`config.mk`:
```
export PLATFORM = sky130hd
export DESIGN_NAME = config_latch_loader
export DESIGN_NICKNAME = d
export VERILOG_FILES = /design/src/config_latch_pkg.sv /design/src/config_latch_array.sv /design/src/config_latch_loader.sv
export SDC_FILE = /design/constraint.sdc
export NUM_CORES = 1
export LEC_CHECK = 0
export ABC_AREA = 1
export BUFFER_PORTS_ARGS = -buffer_cell sky130_fd_sc_hd__clkbuf_2
export CAP_MARGIN = 20
export CORE_AREA = 8 8 144 146
export DETAILED_ROUTE_END_ITERATION = 6
export DIE_AREA = 0 0 152 154
export PLACE_DENSITY_LB_ADDON = 0.12
export SYNTH_ARGS = -nofsm -noshare
export SYNTH_HDL_FRONTEND = slang
export SYNTH_SLANG_ARGS = --single-unit
```
`constraint.sdc`:
```
create_clock -name CORE_CLK_I -period 5.05 [get_ports CORE_CLK_I]
set_input_delay 1.2625 -clock CORE_CLK_I [delete_from_list [all_inputs] [get_ports CORE_CLK_I]]
set_output_delay 1.2625 -clock CORE_CLK_I [all_outputs]
set_load 0.05 [all_outputs]
```
`src/config_latch_pkg.sv`:
```
/*
  constants, field layout, codes and state encoding of the configuration latch loader.
  assumes a 32-bit word-aligned register bus and four byte-wide latches.
*/
`default_nettype none
package config_latch_pkg;
  localparam int DATA_W      = 32;
  localparam int ADDR_W      = 5;
  localparam int WORD_LSB    = 2;
  localparam int IDX_W       = 3;
  localparam int LATCH_W     = 8;
  localparam int LATCH_BYTES = 4;
  localparam int LATCH_AW    = 2;
  localparam int PORT_COUNT  = 9;
  localparam int DRIVE_W     = 2;
  localparam int DBG_W       = 2;
  localparam int PHASE_W     = 4;
  localparam int COUNT_W     = 16;

  // register indices; byte address is four times the index
  localparam logic [IDX_W-1:0] IDX_DRIVE_LOW   = 3'h0;
  localparam logic [IDX_W-1:0] IDX_DRIVE_HIGH  = 3'h1;
  localparam logic [IDX_W-1:0] IDX_RESET_PORT  = 3'h2;
  localparam logic [IDX_W-1:0] IDX_DEBUG_CLOCK = 3'h3;
  localparam logic [IDX_W-1:0] IDX_STATUS      = 3'h4;

  // field positions inside the latch bytes
  localparam int RESET_PIN_BIT = 7;
  localparam int ECC_BIT       = 3;
  localparam int DBG_LSB       = 0;
  localparam int PHASE_LSB     = 4;

  typedef enum logic [DRIVE_W-1:0] {
    MODE_HIZ_ANALOG  = 2'h0,
    MODE_HIZ_DIGITAL = 2'h1,
    MODE_PULL_UP     = 2'h2,
    MODE_PULL_DOWN   = 2'h3
  } drive_mode_type;

  typedef enum logic [DBG_W-1:0] {
    DBG_JTAG5 = 2'h0,
    DBG_JTAG4 = 2'h1,
    DBG_SWD   = 2'h2,
    DBG_OFF   = 2'h3
  } debug_select_type;

  typedef enum logic [1:0] {
    ST_FETCH = 2'h0,
    ST_APPLY = 2'h1,
    ST_RUN   = 2'h3
  } loader_state_type;

  localparam logic [LATCH_W-1:0]  DEFAULT_DRIVE_BYTE = 8'h00;
  localparam logic                DEFAULT_ECC        = 1'b0;
  localparam logic [DBG_W-1:0]    DEFAULT_DBG        = 2'h1;
  localparam logic [LATCH_AW-1:0] LAST_LATCH         = 2'h3;
  localparam logic [1:0]          ANSWER_AGE         = 2'h1;
endpackage
`default_nettype wire

```
`src/config_latch_array.sv`:
```
/*
  byte-wide latch array standing in for the nonvolatile configuration cells.
  assumes one writer and one reader on the same clock; contents survive reset.
*/
`timescale 1ns/100ps
`default_nettype none
module config_latch_array #(
  parameter int                     WIDTH = 8,
  parameter int                     DEPTH = 4,
  parameter int                     AW    = 2,
  parameter logic [DEPTH*WIDTH-1:0] INIT  = '0
) (
  input  wire logic             clk_i,
  input  wire logic             rstn_i,
  input  wire logic             we_i,
  input  wire logic [AW-1:0]    waddr_i,
  input  wire logic [WIDTH-1:0] wdata_i,
  input  wire logic [AW-1:0]    raddr_i,
  output var  logic [WIDTH-1:0] rdata_o
);
  typedef logic [WIDTH-1:0] cell_array_type [DEPTH];

  // factory contents at power-up only; no reset so that writes persist across device resets
  function automatic cell_array_type factory_cells();
    cell_array_type img;
    for (int k = 0; k < DEPTH; k++) begin
      img[k] = INIT[k*WIDTH +: WIDTH];
    end
    return img;
  endfunction

  cell_array_type cells = factory_cells();

  always_ff @(posedge clk_i) begin
    if (we_i) begin
      cells[waddr_i] <= wdata_i;
    end
  end

  always_ff @(posedge clk_i or negedge rstn_i) begin
    if (!rstn_i) begin
      rdata_o <= '0;
    end else begin
      rdata_o <= cells[raddr_i];
    end
  end
endmodule
`default_nettype wire

```
`src/config_latch_loader.sv`:
```
/*
  configuration latch loader: latch array behind an avalon-mm slave, captured once
  after every reset and decoded into held device settings.
  assumes bus signals on CORE_CLK_I and an asynchronous active-low reset.
*/
// Local design decision: the Avalon-MM slave port.
`timescale 1ns/100ps
`default_nettype none
module config_latch_loader
  import config_latch_pkg::*;
#(
  parameter logic               EXT_RESET_DEFAULT   = 1'b0,
  parameter logic [PHASE_W-1:0] PHASE_DELAY_DEFAULT = 4'h0
) (
  input  wire logic                      CORE_CLK_I,
  input  wire logic                      RSTN_I,
  input  wire logic [ADDR_W-1:0]         AVS_ADDRESS_I,
  input  wire logic                      AVS_READ_I,
  input  wire logic                      AVS_WRITE_I,
  input  wire logic [DATA_W-1:0]         AVS_WRITEDATA_I,
  input  wire logic [3:0]                AVS_BYTEENABLE_I,
  output var  logic [DATA_W-1:0]         AVS_READDATA_O,
  output var  logic                      AVS_WAITREQUEST_O,
  output wire logic [2*PORT_COUNT-1:0]   PORT_RESET_DRIVE_MODE_O,
  output wire logic [PORT_COUNT-1:0]     PORT_PULL_UP_O,
  output wire logic [PORT_COUNT-1:0]     PORT_PULL_DOWN_O,
  output wire logic [PORT_COUNT-1:0]     PORT_DIGITAL_INPUT_O,
  output var  logic                      EXTERNAL_RESET_PIN_ENABLE_O,
  output var  logic                      SHARED_PIN_GPIO_O,
  output var  logic                      DEBUG_JTAG5_O,
  output var  logic                      DEBUG_JTAG4_O,
  output var  logic                      DEBUG_SWD_O,
  output var  logic                      FLASH_CORRECTION_ENABLE_O,
  output var  logic                      FLASH_EXTRA_DATA_O,
  output var  logic [PHASE_W-1:0]        DIGITAL_CLOCK_PHASE_DELAY_O,
  output var  logic                      CONFIG_APPLIED_O,
  output var  logic                      PINS_RELEASE_O
);
  localparam logic [LATCH_W-1:0] DEFAULT_RESET_BYTE =
    {EXT_RESET_DEFAULT, {(LATCH_W-1-DRIVE_W){1'b0}}, MODE_HIZ_ANALOG};
  localparam logic [LATCH_W-1:0] DEFAULT_DEBUG_BYTE =
    {PHASE_DELAY_DEFAULT, DEFAULT_ECC, 1'b0, DEFAULT_DBG};
  localparam logic [LATCH_BYTES*LATCH_W-1:0] FACTORY_IMAGE =
    {DEFAULT_DEBUG_BYTE, DEFAULT_RESET_BYTE, DEFAULT_DRIVE_BYTE, DEFAULT_DRIVE_BYTE};

  loader_state_type               state;
  loader_state_type               next_state;
  logic [LATCH_AW-1:0]            fetch_idx;
  logic [LATCH_AW-1:0]            fetch_slot;
  logic                           fetch_valid;
  logic [LATCH_BYTES-1:0][LATCH_W-1:0] shadow;
  logic [LATCH_W-1:0]             mem_rdata;
  logic [1:0]                     age;
  logic [COUNT_W-1:0]             write_count;
  logic [2*PORT_COUNT-1:0]        mode_q;
  logic [PORT_COUNT-1:0]          pull_up_q;
  logic [PORT_COUNT-1:0]          pull_down_q;
  logic [PORT_COUNT-1:0]          dig_in_q;

  // bus decode
  wire logic [IDX_W-1:0]    word_idx   = AVS_ADDRESS_I[ADDR_W-1:WORD_LSB];
  wire logic                req        = AVS_READ_I | AVS_WRITE_I;
  wire logic                running    = (state == ST_RUN);
  wire logic                hit_latch  = (word_idx <= IDX_DEBUG_CLOCK);
  wire logic                hit_status = (word_idx == IDX_STATUS);
  wire logic                bus_take   = req & AVS_WAITREQUEST_O & running & (age == ANSWER_AGE);
  wire logic                complete   = req & ~AVS_WAITREQUEST_O;
  wire logic                mem_we     = complete & AVS_WRITE_I & hit_latch & AVS_BYTEENABLE_I[0];
  wire logic                count_full = &write_count;
  wire logic [LATCH_AW-1:0] mem_raddr  = running ? word_idx[LATCH_AW-1:0] : fetch_idx;
  wire logic                load       = running & ~CONFIG_APPLIED_O;
  wire logic [DATA_W-1:0]   status_word =
    {write_count, {(DATA_W-COUNT_W-1){1'b0}}, CONFIG_APPLIED_O};
  wire logic [DATA_W-1:0]   rd_word =
    hit_latch  ? {{(DATA_W-LATCH_W){1'b0}}, mem_rdata} :
    hit_status ? status_word : '0;

  // drive mode fields in port order 0..6, 12, 15
  wire logic [2*PORT_COUNT-1:0] port_fields =
    {shadow[IDX_RESET_PORT[LATCH_AW-1:0]][DRIVE_W-1:0],
     shadow[IDX_DRIVE_HIGH[LATCH_AW-1:0]], shadow[IDX_DRIVE_LOW[LATCH_AW-1:0]]};
  wire logic [LATCH_W-1:0] debug_byte = shadow[IDX_DEBUG_CLOCK[LATCH_AW-1:0]];
  wire logic [DBG_W-1:0]   debug_sel  = debug_byte[DBG_LSB +: DBG_W];

  config_latch_array #(
    .WIDTH (LATCH_W),
    .DEPTH (LATCH_BYTES),
    .AW    (LATCH_AW),
    .INIT  (FACTORY_IMAGE)
  ) u_cells (
    .clk_i   (CORE_CLK_I),
    .rstn_i  (RSTN_I),
    .we_i    (mem_we),
    .waddr_i (word_idx[LATCH_AW-1:0]),
    .wdata_i (AVS_WRITEDATA_I[LATCH_W-1:0]),
    .raddr_i (mem_raddr),
    .rdata_o (mem_rdata)
  );

  // loader sequence: fetch every latch byte, then decode once
  always_comb begin
    case (state)
      ST_FETCH: next_state = (fetch_idx == LAST_LATCH) ? ST_APPLY : ST_FETCH;
      ST_APPLY: next_state = ST_RUN;
      ST_RUN:   next_state = ST_RUN;
      default:  next_state = ST_FETCH;
    endcase
  end

  always_ff @(posedge CORE_CLK_I or negedge RSTN_I) begin
    if (!RSTN_I) begin
      state       <= ST_FETCH;
      fetch_idx   <= '0;
      fetch_slot  <= '0;
      fetch_valid <= 1'b0;
    end else begin
      state       <= next_state;
      fetch_idx   <= (state == ST_FETCH) ? fetch_idx + 1'b1 : fetch_idx;
      fetch_slot  <= fetch_idx;
      fetch_valid <= (state == ST_FETCH);
    end
  end

  // read data of the array lag the address by one cycle, hence the slot pipeline
  always_ff @(posedge CORE_CLK_I or negedge RSTN_I) begin
    if (!RSTN_I) begin
      shadow <= FACTORY_IMAGE;
    end else if (fetch_valid) begin
      shadow[fetch_slot] <= mem_rdata;
    end
  end

  // per-port drive decode, loaded once and then frozen
  for (genvar i = 0; i < PORT_COUNT; i++) begin : g_port
    wire logic [DRIVE_W-1:0] field = port_fields[DRIVE_W*i +: DRIVE_W];
    logic [DRIVE_W-1:0]      mode_r;
    logic                    up_r;
    logic                    down_r;
    logic                    din_r;
    always_ff @(posedge CORE_CLK_I or negedge RSTN_I) begin
      if (!RSTN_I) begin
        mode_r <= MODE_HIZ_ANALOG;
        up_r   <= 1'b0;
        down_r <= 1'b0;
        din_r  <= 1'b0;
      end else if (load) begin
        mode_r <= field;
        up_r   <= (field == MODE_PULL_UP);
        down_r <= (field == MODE_PULL_DOWN);
        din_r  <= (field != MODE_HIZ_ANALOG);
      end
    end
    assign mode_q[DRIVE_W*i +: DRIVE_W] = mode_r;
    assign pull_up_q[i]                 = up_r;
    assign pull_down_q[i]               = down_r;
    assign dig_in_q[i]                  = din_r;

  end

  assign PORT_RESET_DRIVE_MODE_O = mode_q;
  assign PORT_PULL_UP_O          = pull_up_q;
  assign PORT_PULL_DOWN_O        = pull_down_q;
  assign PORT_DIGITAL_INPUT_O    = dig_in_q;

  // device-wide settings; pins are released only a cycle after they settle
  always_ff @(posedge CORE_CLK_I or negedge RSTN_I) begin
    if (!RSTN_I) begin
      EXTERNAL_RESET_PIN_ENABLE_O <= 1'b0;
      SHARED_PIN_GPIO_O           <= 1'b0;
      DEBUG_JTAG5_O               <= 1'b0;
      DEBUG_JTAG4_O               <= 1'b0;
      DEBUG_SWD_O                 <= 1'b0;
      FLASH_CORRECTION_ENABLE_O   <= 1'b0;
      FLASH_EXTRA_DATA_O          <= 1'b0;
      DIGITAL_CLOCK_PHASE_DELAY_O <= '0;
      CONFIG_APPLIED_O            <= 1'b0;
      PINS_RELEASE_O              <= 1'b0;
    end else begin
      if (load) begin
        EXTERNAL_RESET_PIN_ENABLE_O <= port_reset_bit();
        SHARED_PIN_GPIO_O           <= ~port_reset_bit();
        DEBUG_JTAG5_O               <= (debug_sel == DBG_JTAG5);
        DEBUG_JTAG4_O               <= (debug_sel == DBG_JTAG4);
        DEBUG_SWD_O                 <= (debug_sel == DBG_SWD);
        FLASH_CORRECTION_ENABLE_O   <= debug_byte[ECC_BIT];
        FLASH_EXTRA_DATA_O          <= ~debug_byte[ECC_BIT];
        DIGITAL_CLOCK_PHASE_DELAY_O <= debug_byte[PHASE_LSB +: PHASE_W];
        CONFIG_APPLIED_O            <= 1'b1;
      end
      PINS_RELEASE_O <= CONFIG_APPLIED_O;
    end
  end

  function automatic logic port_reset_bit();
    port_reset_bit = shadow[IDX_RESET_PORT[LATCH_AW-1:0]][RESET_PIN_BIT];
  endfunction

  // avalon slave: answer two cycles after the request appears; stalled until loaded
  always_ff @(posedge CORE_CLK_I or negedge RSTN_I) begin
    if (!RSTN_I) begin
      AVS_WAITREQUEST_O <= 1'b1;
      AVS_READDATA_O    <= '0;
      age               <= '0;
    end else begin
      AVS_WAITREQUEST_O <= ~bus_take;
      if (bus_take) begin
        AVS_READDATA_O <= rd_word;
      end
      if (!req || !AVS_WAITREQUEST_O) begin
        age <= '0;
      end else if (running && age != ANSWER_AGE) begin
        age <= age + 1'b1;
      end
    end
  end

  // wear counter lets software see how often the latches were rewritten since the last reset
  always_ff @(posedge CORE_CLK_I or negedge RSTN_I) begin
    if (!RSTN_I) begin
      write_count <= '0;
    end else if (mem_we && !count_full) begin
      write_count <= write_count + 1'b1;
    end
  end
endmodule
`default_nettype wire

```
# [After elaboration in Yosys (flattened, before gate mapping)]
# Memory sizes are Yosys's and may differ from the RTL's. A register that Yosys moved wholly into a read port is not among the register bits.
# Index checks and enable logic that the tools add are counted.
[totals] ff_bits=148 mem_bits_rw=32 inputBits=45 output_inout_bits=91 elab_cells=139 mem_count=1
[classes] add_sub_neg=3 magnitude_cmp=3 n_eq_ne=26 mux=12 n_bitwise=14 n_reduce_logical=22
[memory_table] name="u_cells.cells" depth=4 word_bits=8 rd=1 rd_ports_with_merged_regs=1 wr=1 line="config_latch_array.sv:32" rtl="cell_array_type cells = factory_cells();"
[op_table] cell="$mux 32" n=2
[op_table] cell="$eq 2x2->1 const B" n=21
[op_table] cell="$bwmux 32" n=1
[op_table] cell="$reduce_bool 2->1" n=10
[op_table] cell="$add 16x1->16 const B" n=1
[op_table] cell="$demux 8 s2" n=1
[op_table] cell="$reduce_and 16->1" n=1
[op_table] cell="$and 1x1->1" n=8
[op_table] cell="$mux 8" n=1
[op_table] cell="$eq 2x1->1 const B" n=3
[op_table] cell="$mux 2" n=3
[op_table] cell="$not 1->1" n=5
[op_table] cell="$add 2x1->2 const B" n=2
[op_table] cell="$logic_not 1->1" n=4
[op_table] cell="$logic_not 2->1" n=2
[op_table] cell="$pmux 2 s2" n=1
[op_table] cell="$eq 3x3->1 const B" n=1
[op_table] cell="$le 3x2->1 const B" n=1
[op_table] cell="$logic_and 1x1->1" n=3
[op_table] cell="$lt 2x3->1 const B" n=1
[op_table] cell="$mux 1" n=3
[op_table] cell="$ge 2x1->1 const B" n=1
[op_table] cell="$ne 2x1->1 const B" n=1
[op_table] cell="$reduce_or 2->1" n=1
[op_table] cell="2 further kinds" n=2

# [Logic depth before layout (Yosys ltp)]
[depth] depth_word=7 depth_mapped=9

# [Cells and area by module]
# Synthesis repeated with hierarchy kept, for this count alone.
[unflattened] cells_unflattened=778 hier_area_um2=7349.5
[by_module_without_submodules] module="config_latch_loader" n_inst=1 cells_per_inst=637 area_per_inst_um2=5761.8 seq_area_each_um2=3355.7
[by_module_without_submodules] module="config_latch_array" n_inst=1 cells_per_inst=141 area_per_inst_um2=1587.8 seq_area_each_um2=1161.1

# [Worst setup path before layout]
# OpenSTA, ideal clock, no wires.
[synth_timing] kind="input to register" start="in AVS_BYTEENABLE_I[0]" end="mem u_cells.cells[0][0] (netlist name) (enable)" setup_ps=383 arrival_time_ps=2338 required_ps=4667 path_slack_ps=2328 cell_stages=4 n_path_buf=0 path_cell_list="nand2_1 nor3_4 inv_2 nor3_1"
[synth_via] elab_chain_cells=3
[synth_rtl] item="start: declaration" line="config_latch_loader.sv:21" rtl="input wire logic [3:0] AVS_BYTEENABLE_I,"
[synth_rtl] item="$and 1x1->1" line="config_latch_loader.sv:68" rtl="wire logic mem_we = complete & AVS_WRITE_I & hit_latch & AVS_BYTEENABLE_I[0];"
[synth_rtl] item="$mux 1" line="config_latch_array.sv:35" rtl="if (we_i) begin"
[synth_rtl] item="$mux 1 (not written as such)" line="config_latch_array.sv:36" rtl="cells[waddr_i] <= wdata_i;"
[synth_rtl] item="end: declaration" line="config_latch_array.sv:32"
# Every way passes these cells.

# [Worst setup path after layout]
[layout_timing] start="reg AVS_WAITREQUEST_O" end="out AVS_WAITREQUEST_O"
[layout_lines] item="start: declaration" line="config_latch_loader.sv:23" rtl="output var logic AVS_WAITREQUEST_O,"
[layout_lines] item="start signal: assignment" line="config_latch_loader.sv:205" rtl="AVS_WAITREQUEST_O <= ~bus_take;"
# No word-level cell between the ends.

==> results.yml <==
worst_setup_path:
  reg2reg_from: "state[0]"
  cp_num_buf_inv: 1
  cp.arrival_ns: 1.28
  critPathMaxFanout: 3
  startpoint: "AVS_WAITREQUEST_O"
  crit_required_ns: 3.79
  crit_slowest_cell: "dfstp_2"
  worstPathCellList: "clkbuf_2"
  rrSetupSlack_ns: 2.65
  crit_end: "AVS_WAITREQUEST_O"
  worst-path-stages: 1
  endpoint_kind: "output port"
  crit_type: "reg -> out"
  start_kind: "flip-flop"
  r2r-end: "DEBUG_JTAG5_O"
  cp_slowest_stage_delay_ns: 0.57
  r2r_cells: 4
  cp_top_family: "flip-flops"
finish:
  fin_area_mm2: 0.00830
  fin_nets: 867
  fill_cells: 1744
  drive_gt1_share_pct: 19.0
  syn2layout_area_growth_pct: 14.9
  diodes: 0
  layoutNonFillerInstCount: 1066
place:
  portBuffers: 98
  dp_hpwl_um: 11100
  dpl_cell_area_mm2: 0.00771
  gp_congestion: 0.809
  dp_cells: 1033
floorplanning:
  initial_core_util_pct: 39.1
  io_pins: 136
  num_rows: 50
  coreArea_mm2: 0.0185
  die_x_um: 152
  die_h_um: 154
  dieArea_mm2: 0.0234
clocking:
  clk_latency_ns: 0.42
  cts_buffer_depth: 2
  cts_hold_buf: 0
  ctsResizeCount: 0
  numCtsBuffers: 17
  htreeDepth: 4
  clkTransAtPathRegs_ns: 0.06
  cts_setup_buffers: 0
  root_buffer: "clkbuf_16"
  cts_tree: "done"
  cts_sinks: 174
route:
  wl_per_cell_um: 14.7
  via_per_inst: 4.68
  firstDrtPassIters: 4
  route.detailed.drc: 0
  wl_um: 15700
  ant_nets: 0
  drt_iter0_markers: 347
  vias: 4987
power_and_ir_drop:
  powerDensity_mw_per_mm2: 388
  total_power_uw: 3220
  power_leakage_uw: 0.00417
  ir_drop_mv: 0.242
synth:
  synth_top_area_share_pct: 48.5
  yosys.area.top_type: "dfrtp_1"
  syn_avg_cell_area_um2: 9.68
  ys_seq_area_share_pct: 62.6
  synthTopCellsByArea: "dfrtp_1 49%, nand2_1 14%, edfxtp_1 13%"
  ys_types: 34
  netlist_area_mm2: 0.00722
  syn_inst: 746
  yosys_warnings: 0
  ys_ff_latch: 174
timing:
  fin_skew_ns: 0.00641
  fin_crit_sh_pct: 50.3
  rsz0062_at_grt: "false"
  setup_tns_ns: 0
  relSlewSlack_pct: 35.5
  setup_violations: 0
  slew_viol_final: 0
  holdWs_ns: 0.443
  final_hold_viol_count: 0
  max_freq_mhz: 393
  tightest_slew_ns: 0.968
  period_needed_ns: 2.54
global_routing:
  grt_max_degree: 63
  first_global_vias: 5000
  overflow: 0
  track_usage_pct: 13.8
  antenna_found_initial: 0
  grt_pass1_wl_um: 26000
outcome:
  status: "finished clean"
run:
  cap_violations: 0
worst_hold_path:
  min_path_type: "reg -> reg"
-- cells in the mapped netlist (all sizes together) --
master and number:
nand2 281, dfrtp 140, nand3 57, inv 54
o21ai 53, buf 48, edfxtp 32, nor2 19
clkbuf 11, a21oi 10, nand4 8, o211ai 8
nor3 6, xnor2 6, ha 3, o31ai 3
dfstp 2, a21o 1, conb 1, mux2 1
o22ai 1, xor2 1
-- cells by family (layout without fill, tap and decap cells) --
group	Yosys count	in the layout	synth area share [%]
and+or+nand+nor	371	371	21.9
xor gates and xnor gates	7	7	0.849
buffers and inverters	113	192	8.01
DFF	174	174	62.6
muxes	1	1	0.156
AOI/OAI and AO/OA	76	76	5.96
other	1	8	0.0519
adders and majority gates	3	3	0.520
-- where the power goes --
group,leakage [uW],switching (uW),internal (uW)
logic,0.00186,330,90.1
registers,0.00204,47.1,1490
clock network,0.000272,534,728
-- through the flow --
step                setup WS, ns  utilization [%]
detailed placement          2.16             41.8
global placement            2.21             41.8
CTS                         2.49             44.9
global route                2.34             45.0
finish                      2.51             45.0
floorplan                   2.33                -
-- final cells by class --
cell class | instances | area, um2 | area share, %
clock buffer | 18 | 429 | 5.17
clock inverter | 14 | 140 | 1.69
inverter | 54 | 203 | 2.44
sequential | 174 | 4520 | 54.4
tap | 234 | 293 | 3.53
multi-input combinational | 466 | 2150 | 25.9
timing repair buffer | 106 | 564 | 6.80
-- sequential cells by signal (all words and copies together), names as in the netlist, 2 cells and up --
register                     count
debug_byte                       7
u_cells.rdata_o                  8
AVS_READDATA_O                  24
g_port.field                    18
fetch_slot                       2
age                              2
g_port.down_r                    9
write_count                     16
state                            2
u_cells.cells                   32
g_port.mode_r                   18
g_port.up_r                      9
DIGITAL_CLOCK_PHASE_DELAY_O      4
g_port.din_r                     9
fetch_idx                        2
-- layout by cell type, fill, tap and decap left out, types with 4 or more instances in the layout --
cell	n
nand4_1	8
inv_6	4
o21ai_0	45
clkbuf_2	97
nor3_1	4
buf_4	7
edfxtp_1	32
nand3_1	56
o211ai_1	8
inv_1	48
clkbuf_16	17
nor2_1	16
nand2_1	276
xnor2_1	6
conb_1	8
o21ai_1	6
dfrtp_1	140
inv_2	6
a21oi_1	9
-- metal layers --
metal,vias to the layer above,wire (um),track usage (%)
met3,13,742,4.43
met2,104,7370,22.2
met5,-,0,0
met4,0,140,3.71
li1,2504,-,-
met1,2366,7410,17.7
-- worst min path at each step --
stage	to	start	depth (start not counted)
3_5_place_dp	fetch_slot[1]	fetch_idx[1]	0
2_1_floorplan	fetch_slot[1]	fetch_idx[1]	0
3_3_place_gp	fetch_slot[1]	fetch_idx[1]	0
5_1_grt	fetch_slot[1]	fetch_idx[1]	0
6_report	fetch_slot[1]	fetch_idx[1]	0
4_1_cts	fetch_slot[1]	fetch_idx[1]	0
Note: power is estimated with default switching activity, not from simulation.
